<file path="config.mk">
export PLATFORM = sky130hd
export DESIGN_NAME = hsbc_top
export DESIGN_NICKNAME = d
export VERILOG_FILES = /design/src/hdl/hsbc_pkg.sv /design/src/hdl/hsbc_top.sv
export VERILOG_INCLUDE_DIRS = /design/src /design/src/hdl
export SDC_FILE = /design/constraint.sdc
export NUM_CORES = 1
export LEC_CHECK = 0
export ABC_AREA = 1
export BUFFER_PORTS_ARGS = -buffer_cell sky130_fd_sc_hd__buf_2
export CAP_MARGIN = 20
export CORE_UTILIZATION = 40
export DETAILED_ROUTE_END_ITERATION = 8
export PLACE_DENSITY = 0.66
export SLEW_MARGIN = 20
export SYNTH_ARGS = -nofsm -noshare
export SYNTH_HDL_FRONTEND = slang
export SYNTH_SLANG_ARGS = --single-unit
</file>
<file path="constraint.sdc">
create_clock -name clk_i -period 1.6 [get_ports clk_i]
set_input_delay 0.32 -clock clk_i [delete_from_list [all_inputs] [get_ports clk_i]]
set_output_delay 0.32 -clock clk_i [all_outputs]
set_load 0.05 [all_outputs]
</file>
<file path="src/hdl/hsbc_map.svh">
// Offsets, bit positions, reset values and timing counts of the bus connect control
`ifndef HSBC_MAP_SVH
`define HSBC_MAP_SVH

`define HSBC_CLK_NS 50
`define HSBC_T_IDLE_NS 95000
`define HSBC_T_STOP_NS 1200
`define HSBC_IDLE_CYC ((`HSBC_T_IDLE_NS + `HSBC_CLK_NS - 1) / `HSBC_CLK_NS)
`define HSBC_STOP_CYC ((`HSBC_T_STOP_NS + `HSBC_CLK_NS - 1) / `HSBC_CLK_NS)
`define HSBC_SYNC_LAT 3

`define HSBC_ADR_STATUS 8'h00
`define HSBC_ADR_IDLE 8'h04

`define HSBC_ST_STATE_LSB 0
`define HSBC_ST_READY 3
`define HSBC_ST_LOCKOUT 4
`define HSBC_ST_SHUTDOWN 5
`define HSBC_ST_PRECHARGE 6
`define HSBC_ST_LINES_LSB 8
`define HSBC_ST_BOOST_LSB 12

`define HSBC_PIN_BP_CLK 0
`define HSBC_PIN_BP_DAT 1
`define HSBC_PIN_CARD_CLK 2
`define HSBC_PIN_CARD_DAT 3
`define HSBC_PIN_ENABLE 4
`define HSBC_PIN_SUPPLY 5

`endif

</file>
<file path="src/hdl/hsbc_pkg.sv">
// Types shared by the bus connect control
package hsbc_pkg;

  // Bit 0 backplane clock, 1 backplane data, 2 card clock, 3 card data
  typedef struct packed {
    logic card_data_line;
    logic card_clock_line;
    logic backplane_data_line;
    logic backplane_clock_line;
  } hsbc_lines_t;

  typedef enum logic [2:0] {
    HSBC_LOCKOUT = 3'b000,
    HSBC_SHUTDOWN = 3'b001,
    HSBC_WAIT_BUS = 3'b010,
    HSBC_WAIT_CARD = 3'b011,
    HSBC_QUALIFY = 3'b100,
    HSBC_CONNECTED = 3'b101
  } hsbc_state_t;

  typedef enum logic [1:0] {
    HSBC_OWN_NONE = 2'b00,
    HSBC_OWN_BP = 2'b01,
    HSBC_OWN_CARD = 2'b10,
    HSBC_OWN_SETTLE = 2'b11
  } hsbc_own_t;

endpackage : hsbc_pkg

</file>
<file path="src/hdl/hsbc_top.sv">
// Hot swap two-wire bus connect control with a classic Wishbone register slave
// Functional notes
// - Keep backplane and card lines isolated until qualified.
// - Ready low unless enabled and start-up done.
// - Enable low: isolate, no boost, precharge off.
// - Enable high again reruns the start-up qualification.
// - Supply low: lockout, all line activity ignored.
// - Precharge stays enabled during lockout.
// - After lockout watch backplane for stop or idle.
// - Then require both card lines high first.
// - Qualified: join lines and enable boost.
// - A low on either side pulls both low.
// - Joined line rises only when both released; here the owning side rises on release even if the other holds low.
// - Boost engages only on a rising edge.
// - Low during active boost may be lost.
// - Ready follows stop after about 1.2 us.
// - Enable low drops ready quickly.
//
// Design decisions made here: the Wishbone interface to the registers and the placing of the registers.
`timescale 1ns/1ps
`default_nettype none
`include "hsbc_map.svh"

module hsbc_top
  import hsbc_pkg::*;
#(
  parameter int IDLE_W = 16,
  parameter int BOOST_CYC = 2,
  parameter int SETTLE_CYC = 2
) (
  input wire logic clk_i,
  input wire logic rst_i,
  input wire logic enable_i,
  input wire logic supply_ok_i,
  input wire hsbc_lines_t line_i,
  output logic [3:0] line_o,
  output logic [3:0] line_oe_n_o,
  output logic [3:0] boost_o,
  output logic ready_o,
  output logic precharge_o,
  output logic shutdown_o,
  input wire logic wb_cyc_i,
  input wire logic wb_stb_i,
  input wire logic wb_we_i,
  input wire logic [7:0] wb_adr_i,
  input wire logic [3:0] wb_sel_i,
  input wire logic [31:0] wb_dat_i,
  output logic [31:0] wb_dat_o,
  output logic wb_ack_o
);

  localparam int BW = $clog2(BOOST_CYC + 1);
  localparam int SW = $clog2(SETTLE_CYC + `HSBC_SYNC_LAT + 1);
  localparam int QW = $clog2(`HSBC_STOP_CYC + 1);

  // Pin synchronisers: three stages, a change counts once stages two and three agree
  logic [5:0] pins;
  logic [5:0] sync1_ff;
  logic [5:0] sync2_ff;
  logic [5:0] sync3_ff;
  logic [5:0] filt_ff;

  assign pins = {supply_ok_i, enable_i, line_i};

  always_ff @(posedge clk_i) begin
    if (rst_i) begin
      sync1_ff <= 6'h00;
      sync2_ff <= 6'h00;
      sync3_ff <= 6'h00;
    end else begin
      sync1_ff <= pins;
      sync2_ff <= sync1_ff;
      sync3_ff <= sync2_ff;
    end
  end

  genvar gp;
  generate
    for (gp = 0; gp < 6; gp++) begin : g_filt
      always_ff @(posedge clk_i) begin
        if (rst_i) begin
          filt_ff[gp] <= 1'b0;
        end else if (sync2_ff[gp] == sync3_ff[gp]) begin
          filt_ff[gp] <= sync3_ff[gp];
        end
      end
    end
  endgenerate

  logic supply_ok;
  logic enabled;
  logic bp_clk;
  logic bp_dat;
  logic card_high;
  assign supply_ok = filt_ff[`HSBC_PIN_SUPPLY];
  assign enabled = filt_ff[`HSBC_PIN_ENABLE];
  assign bp_clk = filt_ff[`HSBC_PIN_BP_CLK];
  assign bp_dat = filt_ff[`HSBC_PIN_BP_DAT];
  assign card_high = filt_ff[`HSBC_PIN_CARD_CLK] & filt_ff[`HSBC_PIN_CARD_DAT];

  // Backplane stop and idle detection
  logic prev_clk_ff;
  logic prev_dat_ff;
  logic stop_det;
  logic idle_det;
  logic [IDLE_W-1:0] idle_cyc_ff;
  logic [IDLE_W-1:0] idle_cnt_ff;

  assign stop_det = bp_dat & ~prev_dat_ff & bp_clk & prev_clk_ff;
  assign idle_det = (idle_cnt_ff >= idle_cyc_ff);

  always_ff @(posedge clk_i) begin
    if (rst_i) begin
      prev_clk_ff <= 1'b0;
      prev_dat_ff <= 1'b0;
    end else begin
      prev_clk_ff <= bp_clk;
      prev_dat_ff <= bp_dat;
    end
  end

  always_ff @(posedge clk_i) begin
    if (rst_i) begin
      idle_cnt_ff <= '0;
    end else if (!(bp_clk & bp_dat)) begin
      idle_cnt_ff <= '0;
    end else if (!idle_det) begin
      idle_cnt_ff <= idle_cnt_ff + 1'b1;
    end
  end

  // Start-up sequencer
  hsbc_state_t state_ff;
  hsbc_state_t nxt_state;
  logic [QW-1:0] qual_cnt_ff;
  logic connected;
  assign connected = (state_ff == HSBC_CONNECTED);

  always_comb begin
    nxt_state = state_ff;
    if (!supply_ok) begin
      nxt_state = HSBC_LOCKOUT;
    end else if (!enabled) begin
      nxt_state = HSBC_SHUTDOWN;
    end else begin
      case (state_ff)
        HSBC_LOCKOUT: nxt_state = HSBC_WAIT_BUS;
        HSBC_SHUTDOWN: nxt_state = HSBC_WAIT_BUS;
        HSBC_WAIT_BUS: begin
          if (stop_det || idle_det) begin
            nxt_state = HSBC_WAIT_CARD;
          end
        end
        HSBC_WAIT_CARD: begin
          if (card_high) begin
            nxt_state = HSBC_QUALIFY;
          end
        end
        HSBC_QUALIFY: begin
          if (!card_high) begin
            nxt_state = HSBC_WAIT_CARD;
          end else if (qual_cnt_ff == QW'(`HSBC_STOP_CYC - 1)) begin
            nxt_state = HSBC_CONNECTED;
          end
        end
        HSBC_CONNECTED: nxt_state = HSBC_CONNECTED;
        default: nxt_state = HSBC_LOCKOUT;
      endcase
    end
  end

  always_ff @(posedge clk_i) begin
    if (rst_i) begin
      state_ff <= HSBC_LOCKOUT;
    end else begin
      state_ff <= nxt_state;
    end
  end

  always_ff @(posedge clk_i) begin
    if (rst_i || state_ff != HSBC_QUALIFY) begin
      qual_cnt_ff <= '0;
    end else begin
      qual_cnt_ff <= qual_cnt_ff + 1'b1;
    end
  end

  // Status outputs, taken from the next state to save a cycle on enable loss
  always_ff @(posedge clk_i) begin
    if (rst_i) begin
      ready_o <= 1'b0;
      precharge_o <= 1'b1;
      shutdown_o <= 1'b0;
    end else begin
      ready_o <= (nxt_state == HSBC_CONNECTED);
      precharge_o <= (nxt_state != HSBC_SHUTDOWN) && (nxt_state != HSBC_CONNECTED);
      shutdown_o <= (nxt_state == HSBC_SHUTDOWN);
    end
  end

  // Rise-time boost per line
  logic [3:0] boost_act;
  logic [3:0] rise_prev_ff;
  genvar gl;
  generate
    for (gl = 0; gl < 4; gl++) begin : g_boost
      logic [BW-1:0] cnt_ff;
      always_ff @(posedge clk_i) begin
        if (rst_i) begin
          rise_prev_ff[gl] <= 1'b0;
          cnt_ff <= '0;
        end else begin
          rise_prev_ff[gl] <= filt_ff[gl];
          if (!connected) begin
            cnt_ff <= '0;
          end else if (filt_ff[gl] && !rise_prev_ff[gl]) begin
            cnt_ff <= BW'(BOOST_CYC);
          end else if (cnt_ff != '0) begin
            cnt_ff <= cnt_ff - 1'b1;
          end
        end
      end
      assign boost_act[gl] = (cnt_ff != '0);
    end
  endgenerate

  always_ff @(posedge clk_i) begin
    if (rst_i) begin
      boost_o <= 4'h0;
    end else begin
      boost_o <= boost_act & {4{nxt_state == HSBC_CONNECTED}};
    end
  end

  // Wired-AND joining per bus: g 0 clock, g 1 data
  logic [3:0] drive;
  genvar gb;
  generate
    for (gb = 0; gb < 2; gb++) begin : g_join
      hsbc_own_t own_ff;
      hsbc_own_t nxt_own;
      logic [SW-1:0] settle_ff;
      logic bp;
      logic cd;
      assign bp = filt_ff[gb];
      assign cd = filt_ff[gb + 2];

      // A low seen while that side is boosting is ignored: the known missed-ack window
      always_comb begin
        nxt_own = own_ff;
        case (own_ff)
          HSBC_OWN_NONE: begin
            if (!bp && !boost_act[gb]) begin
              nxt_own = HSBC_OWN_BP;
            end else if (!cd && !boost_act[gb + 2]) begin
              nxt_own = HSBC_OWN_CARD;
            end
          end
          HSBC_OWN_BP: begin
            if (bp) begin
              nxt_own = HSBC_OWN_SETTLE;
            end
          end
          HSBC_OWN_CARD: begin
            if (cd) begin
              nxt_own = HSBC_OWN_SETTLE;
            end
          end
          HSBC_OWN_SETTLE: begin
            if (settle_ff == '0) begin
              nxt_own = HSBC_OWN_NONE;
            end
          end
          default: nxt_own = HSBC_OWN_NONE;
        endcase
        if (!connected) begin
          nxt_own = HSBC_OWN_NONE;
        end
      end

      // Settle lets our own released low clear the synchronisers before re-arming;
      // shorter than the pin latency and the released side is taken as a new low
      always_ff @(posedge clk_i) begin
        if (rst_i) begin
          own_ff <= HSBC_OWN_NONE;
          settle_ff <= '0;
        end else begin
          own_ff <= nxt_own;
          if (nxt_own == HSBC_OWN_SETTLE && own_ff != HSBC_OWN_SETTLE) begin
            settle_ff <= SW'(SETTLE_CYC + `HSBC_SYNC_LAT);
          end else if (settle_ff != '0) begin
            settle_ff <= settle_ff - 1'b1;
          end
        end
      end

      assign drive[gb] = (own_ff == HSBC_OWN_CARD);
      assign drive[gb + 2] = (own_ff == HSBC_OWN_BP);
    end
  endgenerate

  always_ff @(posedge clk_i) begin
    if (rst_i) begin
      line_oe_n_o <= 4'hF;
      line_o <= 4'h0;
    end else begin
      line_oe_n_o <= ~(drive & {4{connected}});
      line_o <= 4'h0;
    end
  end

  // Wishbone classic slave, one wait state
  logic wb_req;
  logic [31:0] rd_data;
  assign wb_req = wb_cyc_i & wb_stb_i & ~wb_ack_o;

  always_comb begin
    rd_data = 32'h0000_0000;
    if (wb_adr_i == `HSBC_ADR_STATUS) begin
      rd_data[`HSBC_ST_STATE_LSB +: 3] = state_ff;
      rd_data[`HSBC_ST_READY] = ready_o;
      rd_data[`HSBC_ST_LOCKOUT] = (state_ff == HSBC_LOCKOUT);
      rd_data[`HSBC_ST_SHUTDOWN] = shutdown_o;
      rd_data[`HSBC_ST_PRECHARGE] = precharge_o;
      rd_data[`HSBC_ST_LINES_LSB +: 4] = filt_ff[3:0];
      rd_data[`HSBC_ST_BOOST_LSB +: 4] = boost_act;
    end else if (wb_adr_i == `HSBC_ADR_IDLE) begin
      rd_data[IDLE_W-1:0] = idle_cyc_ff;
    end
  end

  always_ff @(posedge clk_i) begin
    if (rst_i) begin
      wb_ack_o <= 1'b0;
      wb_dat_o <= 32'h0000_0000;
    end else begin
      wb_ack_o <= wb_req;
      wb_dat_o <= wb_req ? rd_data : 32'h0000_0000;
    end
  end

  localparam logic [IDLE_W-1:0] IDLE_RST = IDLE_W'(`HSBC_IDLE_CYC);

  // Write lands at the edge where the master samples ack high
  genvar gs;
  generate
    for (gs = 0; gs < IDLE_W; gs++) begin : g_idle_reg
      always_ff @(posedge clk_i) begin
        if (rst_i) begin
          idle_cyc_ff[gs] <= IDLE_RST[gs];
        end else if (wb_cyc_i && wb_stb_i && wb_ack_o && wb_we_i
            && wb_adr_i == `HSBC_ADR_IDLE && wb_sel_i[gs / 8]) begin
          idle_cyc_ff[gs] <= wb_dat_i[gs];
        end
      end
    end
  endgenerate

endmodule : hsbc_top
`default_nettype wire

</file>
Yosys cells after proc, flatten, opt, wreduce, memory -nomap -nowiden

Cells that the tools add are included.
W data, S select, Z words.

Bits in registers: 130
Bits of input ports: 55
Output and inout port bits: 48
Word-level logic and storage cells: 204

Add/sub/neg operators: 8
Order comparisons: 1
Eq/ne operators: 28
Mux-type cells: 36
Bitwise operators: 16
Reductions and logical operators: 60

Operators with widths:

| cell                    | count |
|---|---|
| $mux W2                 | 20 |
| $mux W3                 | 10 |
| $reduce_bool A2 Y1      | 10 |
| $logic_and A1 B1 Y1     | 17 |
| $add A16 B1 Y16 const B | 1 |
| $ge A16 B16 Y1          | 1 |
| $mux W16                | 1 |
| $pmux W2 S4             | 2 |
| $pmux W3 S5             | 1 |
| $eq A2 B2 Y1 const B    | 6 |
| $logic_not A1 Y1        | 12 |
| $reduce_or A2 Y1        | 6 |
| $reduce_or A3 Y1        | 4 |
| $eq A3 B3 Y1 const B    | 3 |
| $logic_not A3 Y1        | 3 |
| $and A4 B4 Y4           | 2 |
| $eq A8 B3 Y1 const B    | 1 |
| $logic_not A8 Y1        | 1 |
| $mux W8                 | 1 |
| $sub A2 B1 Y2 const B   | 4 |
| $and A1 B1 Y1           | 7 |
| $mux W7                 | 1 |
| $eq A1 B1 Y1            | 6 |
| $eq A3 B1 Y1 const B    | 2 |
| 14 further kinds        | 27 |

Depth between registers and ports, before layout

Depth in word-level cells: 11
Gate-level depth with buffers: 16
Mapped depth without buffers: 16

Worst setup path before layout

Ideal clock, no wire load.

Path kind: reg-to-reg
From: register idle_cyc_ff[7]
To: register idle_cnt_ff[6]
Setup time: 0.119 ns
Arrival: 1.597 ns
Data required time: 1.481 ns
Setup slack: -0.117 ns
Stages on the path, launching flop included: 16
Path buffers: 1
Clock period less this slack: 1.717 ns
Path through: dfxtp_1 inv_1 ha_1 nand2_1 inv_1 nand2_1 nand2_1 nor2_1 nand2_1 nand2_1 nand2_1 inv_1 buf_2 nand2_1 o21ai_0 a21oi_1

Word-level cells in the longest chain between the ends: 1

Ends and longest elaborated chain:

| item                             | line            | RTL |
|---|---|---|
| start: declaration               | hsbc_top.sv:106 | `logic [IDLE_W-1:0] idle_cyc_ff;` |
| start signal: indexed assignment | hsbc_top.sv:350 | `idle_cyc_ff[gs] <= IDLE_RST[gs];` |
| start signal: indexed assignment | hsbc_top.sv:353 | `idle_cyc_ff[gs] <= wb_dat_i[gs];` |
| $ge A16 B16 Y1                   | hsbc_top.sv:110 | `assign idle_det = (idle_cnt_ff >= idle_cyc_ff);` |
| end signal: assignment           | hsbc_top.sv:128 | `idle_cnt_ff <= idle_cnt_ff + 1'b1;` |
| end: declaration                 | hsbc_top.sv:107 | `logic [IDLE_W-1:0] idle_cnt_ff;` |

Every way passes these cells.
A chain may end at the register's enable or synchronous reset.

Final worst setup path

From: register idle_cnt_ff[15]
To: register idle_cnt_ff[9]

Word-level cells in the longest chain between the ends: 1

Ends and longest elaborated chain:

| item           | line |
|---|---|
| $ge A16 B16 Y1 | hsbc_top.sv:110 |

Every way passes these cells.

==> Implementation_results.wiki <==
{| class="wikitable"
! Metric !! Value
|-
| Met1 Use GR || between 20 and 25%
|-
| Routed via count || around 4400
|-
| Number of antenna violations at the first check in global routing || 0
|-
| GR Util met2 || 33.9%
|-
| Clock root buffer || clkbuf_16
|-
| Max rail drop VDD || 0.717 mV
|-
| Data required time of the worst path || 1930 ps
|-
| Number of endpoints failing setup at the final stage || 23
|-
| Die footprint || about 13000 um^2
|-
| Met3 track demand over resource || slightly above 5%
|-
| Worst endpoint data arrival time || 2060 ps
|-
| Max-cap violations || 0
|-
| Area of the core region || 11600 um^2
|-
| Antenna Cells || 0
|-
| Commonest cells after routing, fill and taps aside || 91 x dfxtp_1, 79 x nand2_1, 76 x nor2_1, 75 x buf_4, 70 x inv_1
|-
| Global-route wire length before repair || slightly below 20 mm
|-
| Initial Util || 41.7%
|-
| Time the final worst path needs with I/O delays and setup || 1730 ps
|-
| Switching Share || between 20% and 30%
|-
| Total power || about 7.1 mW
|-
| Layout overhead on the synthesized area || 41.6%
|-
| Largest net degree at the start of global routing || 20
|-
| Cts bufs inserted || 17
|-
| Power density over cell area || around 1000 nW/um^2
|-
| Seq/Total Area, Yosys || 47.3%
|-
| Number of buffers inserted by port buffering || between 60 and 70
|-
| Clock network fraction of total power || 48.4%
|-
| Row Count || 39
|-
| CTS Sinks || 114
|-
| 1st-iter DRT viols || 287
|-
| Type of element launching the critical path || register
|-
| Cell with the biggest individual delay on the critical path || dfxtp_1
|-
| Overflow left after global routing || 0
|-
| Share of final-layout standard cells stronger than drive strength 1 || 38.7%
|-
| Per-instance average area after synthesis || 7.83 um^2
|-
| Final clock skew || around 9 ps
|-
| Clock-pin slew on the worst setup and hold paths || 50 ps
|-
| Violated checks || DRC, setup timing
|-
| Total internal power || 5.38 mW
|-
| Comb power frac || 9.4%
|-
| Clk Latency, worst-skew pair || 400 ps
|-
| Run status || finished, violations left
|-
| Setup repair after global routing missed its margin || true
|-
| TritonRoute pass-1 iters || 7
|-
| I/O Pins || about 100
|-
| Largest fanout on the critical path || 7
|-
| Most common cell after layout, fill and taps aside || dfxtp_1
|-
| Clock H-tree levels || 4
|-
| DR vias/cell || 4.81
|-
| Number of nets at the end of the flow || 843
|-
| Layout Utilization || 59.1%
|-
| CTS tree || done
|-
| Synthesis warning total || 0
|-
| Via count of the first global-routing pass || 4259
|-
| Routed length per instance || around 13 um
|-
| Final RePlAce weighted congestion || 0.882
|-
| Delay of the slowest cell on the worst path || 390 ps
|-
| Top Usage Layer GRT || met2
|-
| Final Slew Violations || 0
|-
| Die Y || 112 um
|-
| Crit. End Element || register
|-
| Chain of cells forming the critical path || ha_4 -> a21oi_1 -> o21ai_1 -> nor2_4 -> nand2_8 -> inv_8 -> buf_6 -> nand2_2 -> a21oi_2
|-
| Static leakage || 2.98 nW
|-
| Total buffers and inverters traversed by the critical path || 2
|-
| Mapped Cells || about 620
|-
| Remaining antenna violation count after routing || 0
|-
| Hold/Removal Path Class || in -> reg
|-
| Max Fclk || 578 MHz
|-
| Flip-flop and latch count after synthesis || 114
|-
| WHS || 118 ps
|-
| Residual DRC count || 10
|-
| Portion of total power attributed to sequential cells || a little over two fifths
|-
| Drt total wl || 12.3 mm
|-
| Smallest setup slack after layout || -130 ps
|-
| Final cycle utilization of the critical path || 108%
|-
| NetSw || 1.72 mW
|-
| Final number of hold-violating endpoints || 0
|-
| Post-DP HPWL || 8.60 mm
|-
| Post-synthesis cell area || 4820 um^2
|-
| Kind of cell adding the most delay to the critical path || compound AO/OA/AOI/OAI gates
|-
| Tot GR Track Use || 20.1%
|-
| Crit path kind || reg -> reg
|-
| Width of the die || 112 um
|-
| Maximum buffer depth of the clock tree || 2
|-
| Yosys cell types || 34
|}
-- per-stage QoR --
stage | setup WS, ps | instances | TNS, ps | cell area (um^2)
2_1_floorplan | 1.38 | 635 | 0 | 4920
3_3_place_gp | -191 | 884 | -5460 | 5770
3_5_place_dp | -271 | 884 | -7730 | 5770
4_1_cts | -80.8 | 917 | -812 | 6570
5_1_grt | -244 | 920 | -4510 | 6830
6_report | -130 | 920 | -1780 | 6830
-- power by group through the flow --
stage	logic, mW	registers, mW	clock network (mW)
after floorplan	0.476	3.02	0
after global placement	0.567	3.02	0
after detailed placement	0.607	3.03	0
after CTS	0.607	2.97	3.47
after global routing	0.756	3.00	3.64
final	0.670	2.99	3.44
-- sequential cells by signal, summed over array words and instances (netlist names), 2 cells and up --
name / flops
line_oe_n_o: 4
boost_o: 4
g_boost.cnt_ff: 8
sync3_ff: 6
sync2_ff: 6
g_join.settle_ff: 6
idle_cnt_ff: 16
g_join.own_ff: 4
qual_cnt_ff: 5
sync1_ff: 6
idle_cyc_ff: 16
wb_dat_o: 16
state_ff: 3
rise_prev_ff: 4
g_join.cd: 2
-- layer usage --
layer,vias to the layer above,wire [um],share of wire [%]
li1,2260,-,-
met1,2030,5420,44
met5,-,0,0
met4,0,95,0.77
met2,122,6140,50
met3,9,669,5.4
-- worst paths after layout --
check	startpoint	slack (ps)	cells after the start	to
max	idle_cnt_ff[15]	-130	9	idle_cnt_ff[9]
min	supply_ok_i	120	3	sync1_ff[5]
max reg2reg	idle_cnt_ff[15]	-130	9	idle_cnt_ff[9]
min reg2reg	sync1_ff[3]	400	2	sync2_ff[3]
-- synthesized netlist by cell type --
cell type	number	area (um^2)
clkbuf_1	3	11.3
buf_1	2	7.51
o22ai_1	10	62.6
a31oi_1	5	31.3
nor2_2	1	6.26
o21ai_0	30	150
a21boi_0	1	7.51
conb_1	1	3.75
a21oi_1	43	215
nand3b_1	1	7.51
nand4_1	5	31.3
or2_4	1	8.76
nor2_1	88	330
xor2_1	1	8.76
nor4b_4	1	23.8
nor4_4	1	21.3
nand3_2	2	20.0
nor4_1	7	43.8
xnor2_1	5	43.8
o2111a_1	2	22.5
nand3_4	1	17.5
o211ai_1	8	60.1
nor3b_1	1	7.51
buf_2	4	20.0
ha_1	22	275
or2_2	2	12.5
a211oi_1	1	7.51
nand3_1	26	130
nor3_1	14	70.1
dfxtp_1	114	2280
inv_1	94	353
nor3_2	1	10.0
buf_4	21	158
nand2_1	97	364
-- final cells by class --
| cell class | instances | area, um^2 |
|---|---|---|
| fill | 963 | 4730 |
| multi-input combinational | 397 | 2510 |
| sequential | 114 | 2310 |
| timing repair buffer | 142 | 926 |
| clock buffer | 19 | 453 |
| inverter | 94 | 360 |
| tap | 143 | 179 |
| clock inverter | 11 | 90.1 |
-- worst min-delay path, cell delays in order --
cell    delay [ps]
buf_2           80
inv_1           30
nor2_1          60
-- kinds of logic after synthesis --
kind of cell    count (synthesis)  share of synthesized area [%]
simple gates                  249                           22.9
buf+inv                       124                           11.4
other cells                     1                         0.0777
fa+ha+maj                      22                           5.71
flops                         114                           47.3
xor+xnor                        6                           1.09
compound gates                100                           11.5
-- timing repair --
| item | CTS | global route |
|---|---|---|
| pin swaps | 21 | 28 |
| hold buffers | 0 | 0 |
| resized for setup | 55 | 83 |
| setup endpoints to repair | 24 | 35 |
| hold endpoints to repair | 0 | 0 |
| buffers inserted | 3 | 3 |
(Power assumes the default switching activity.)
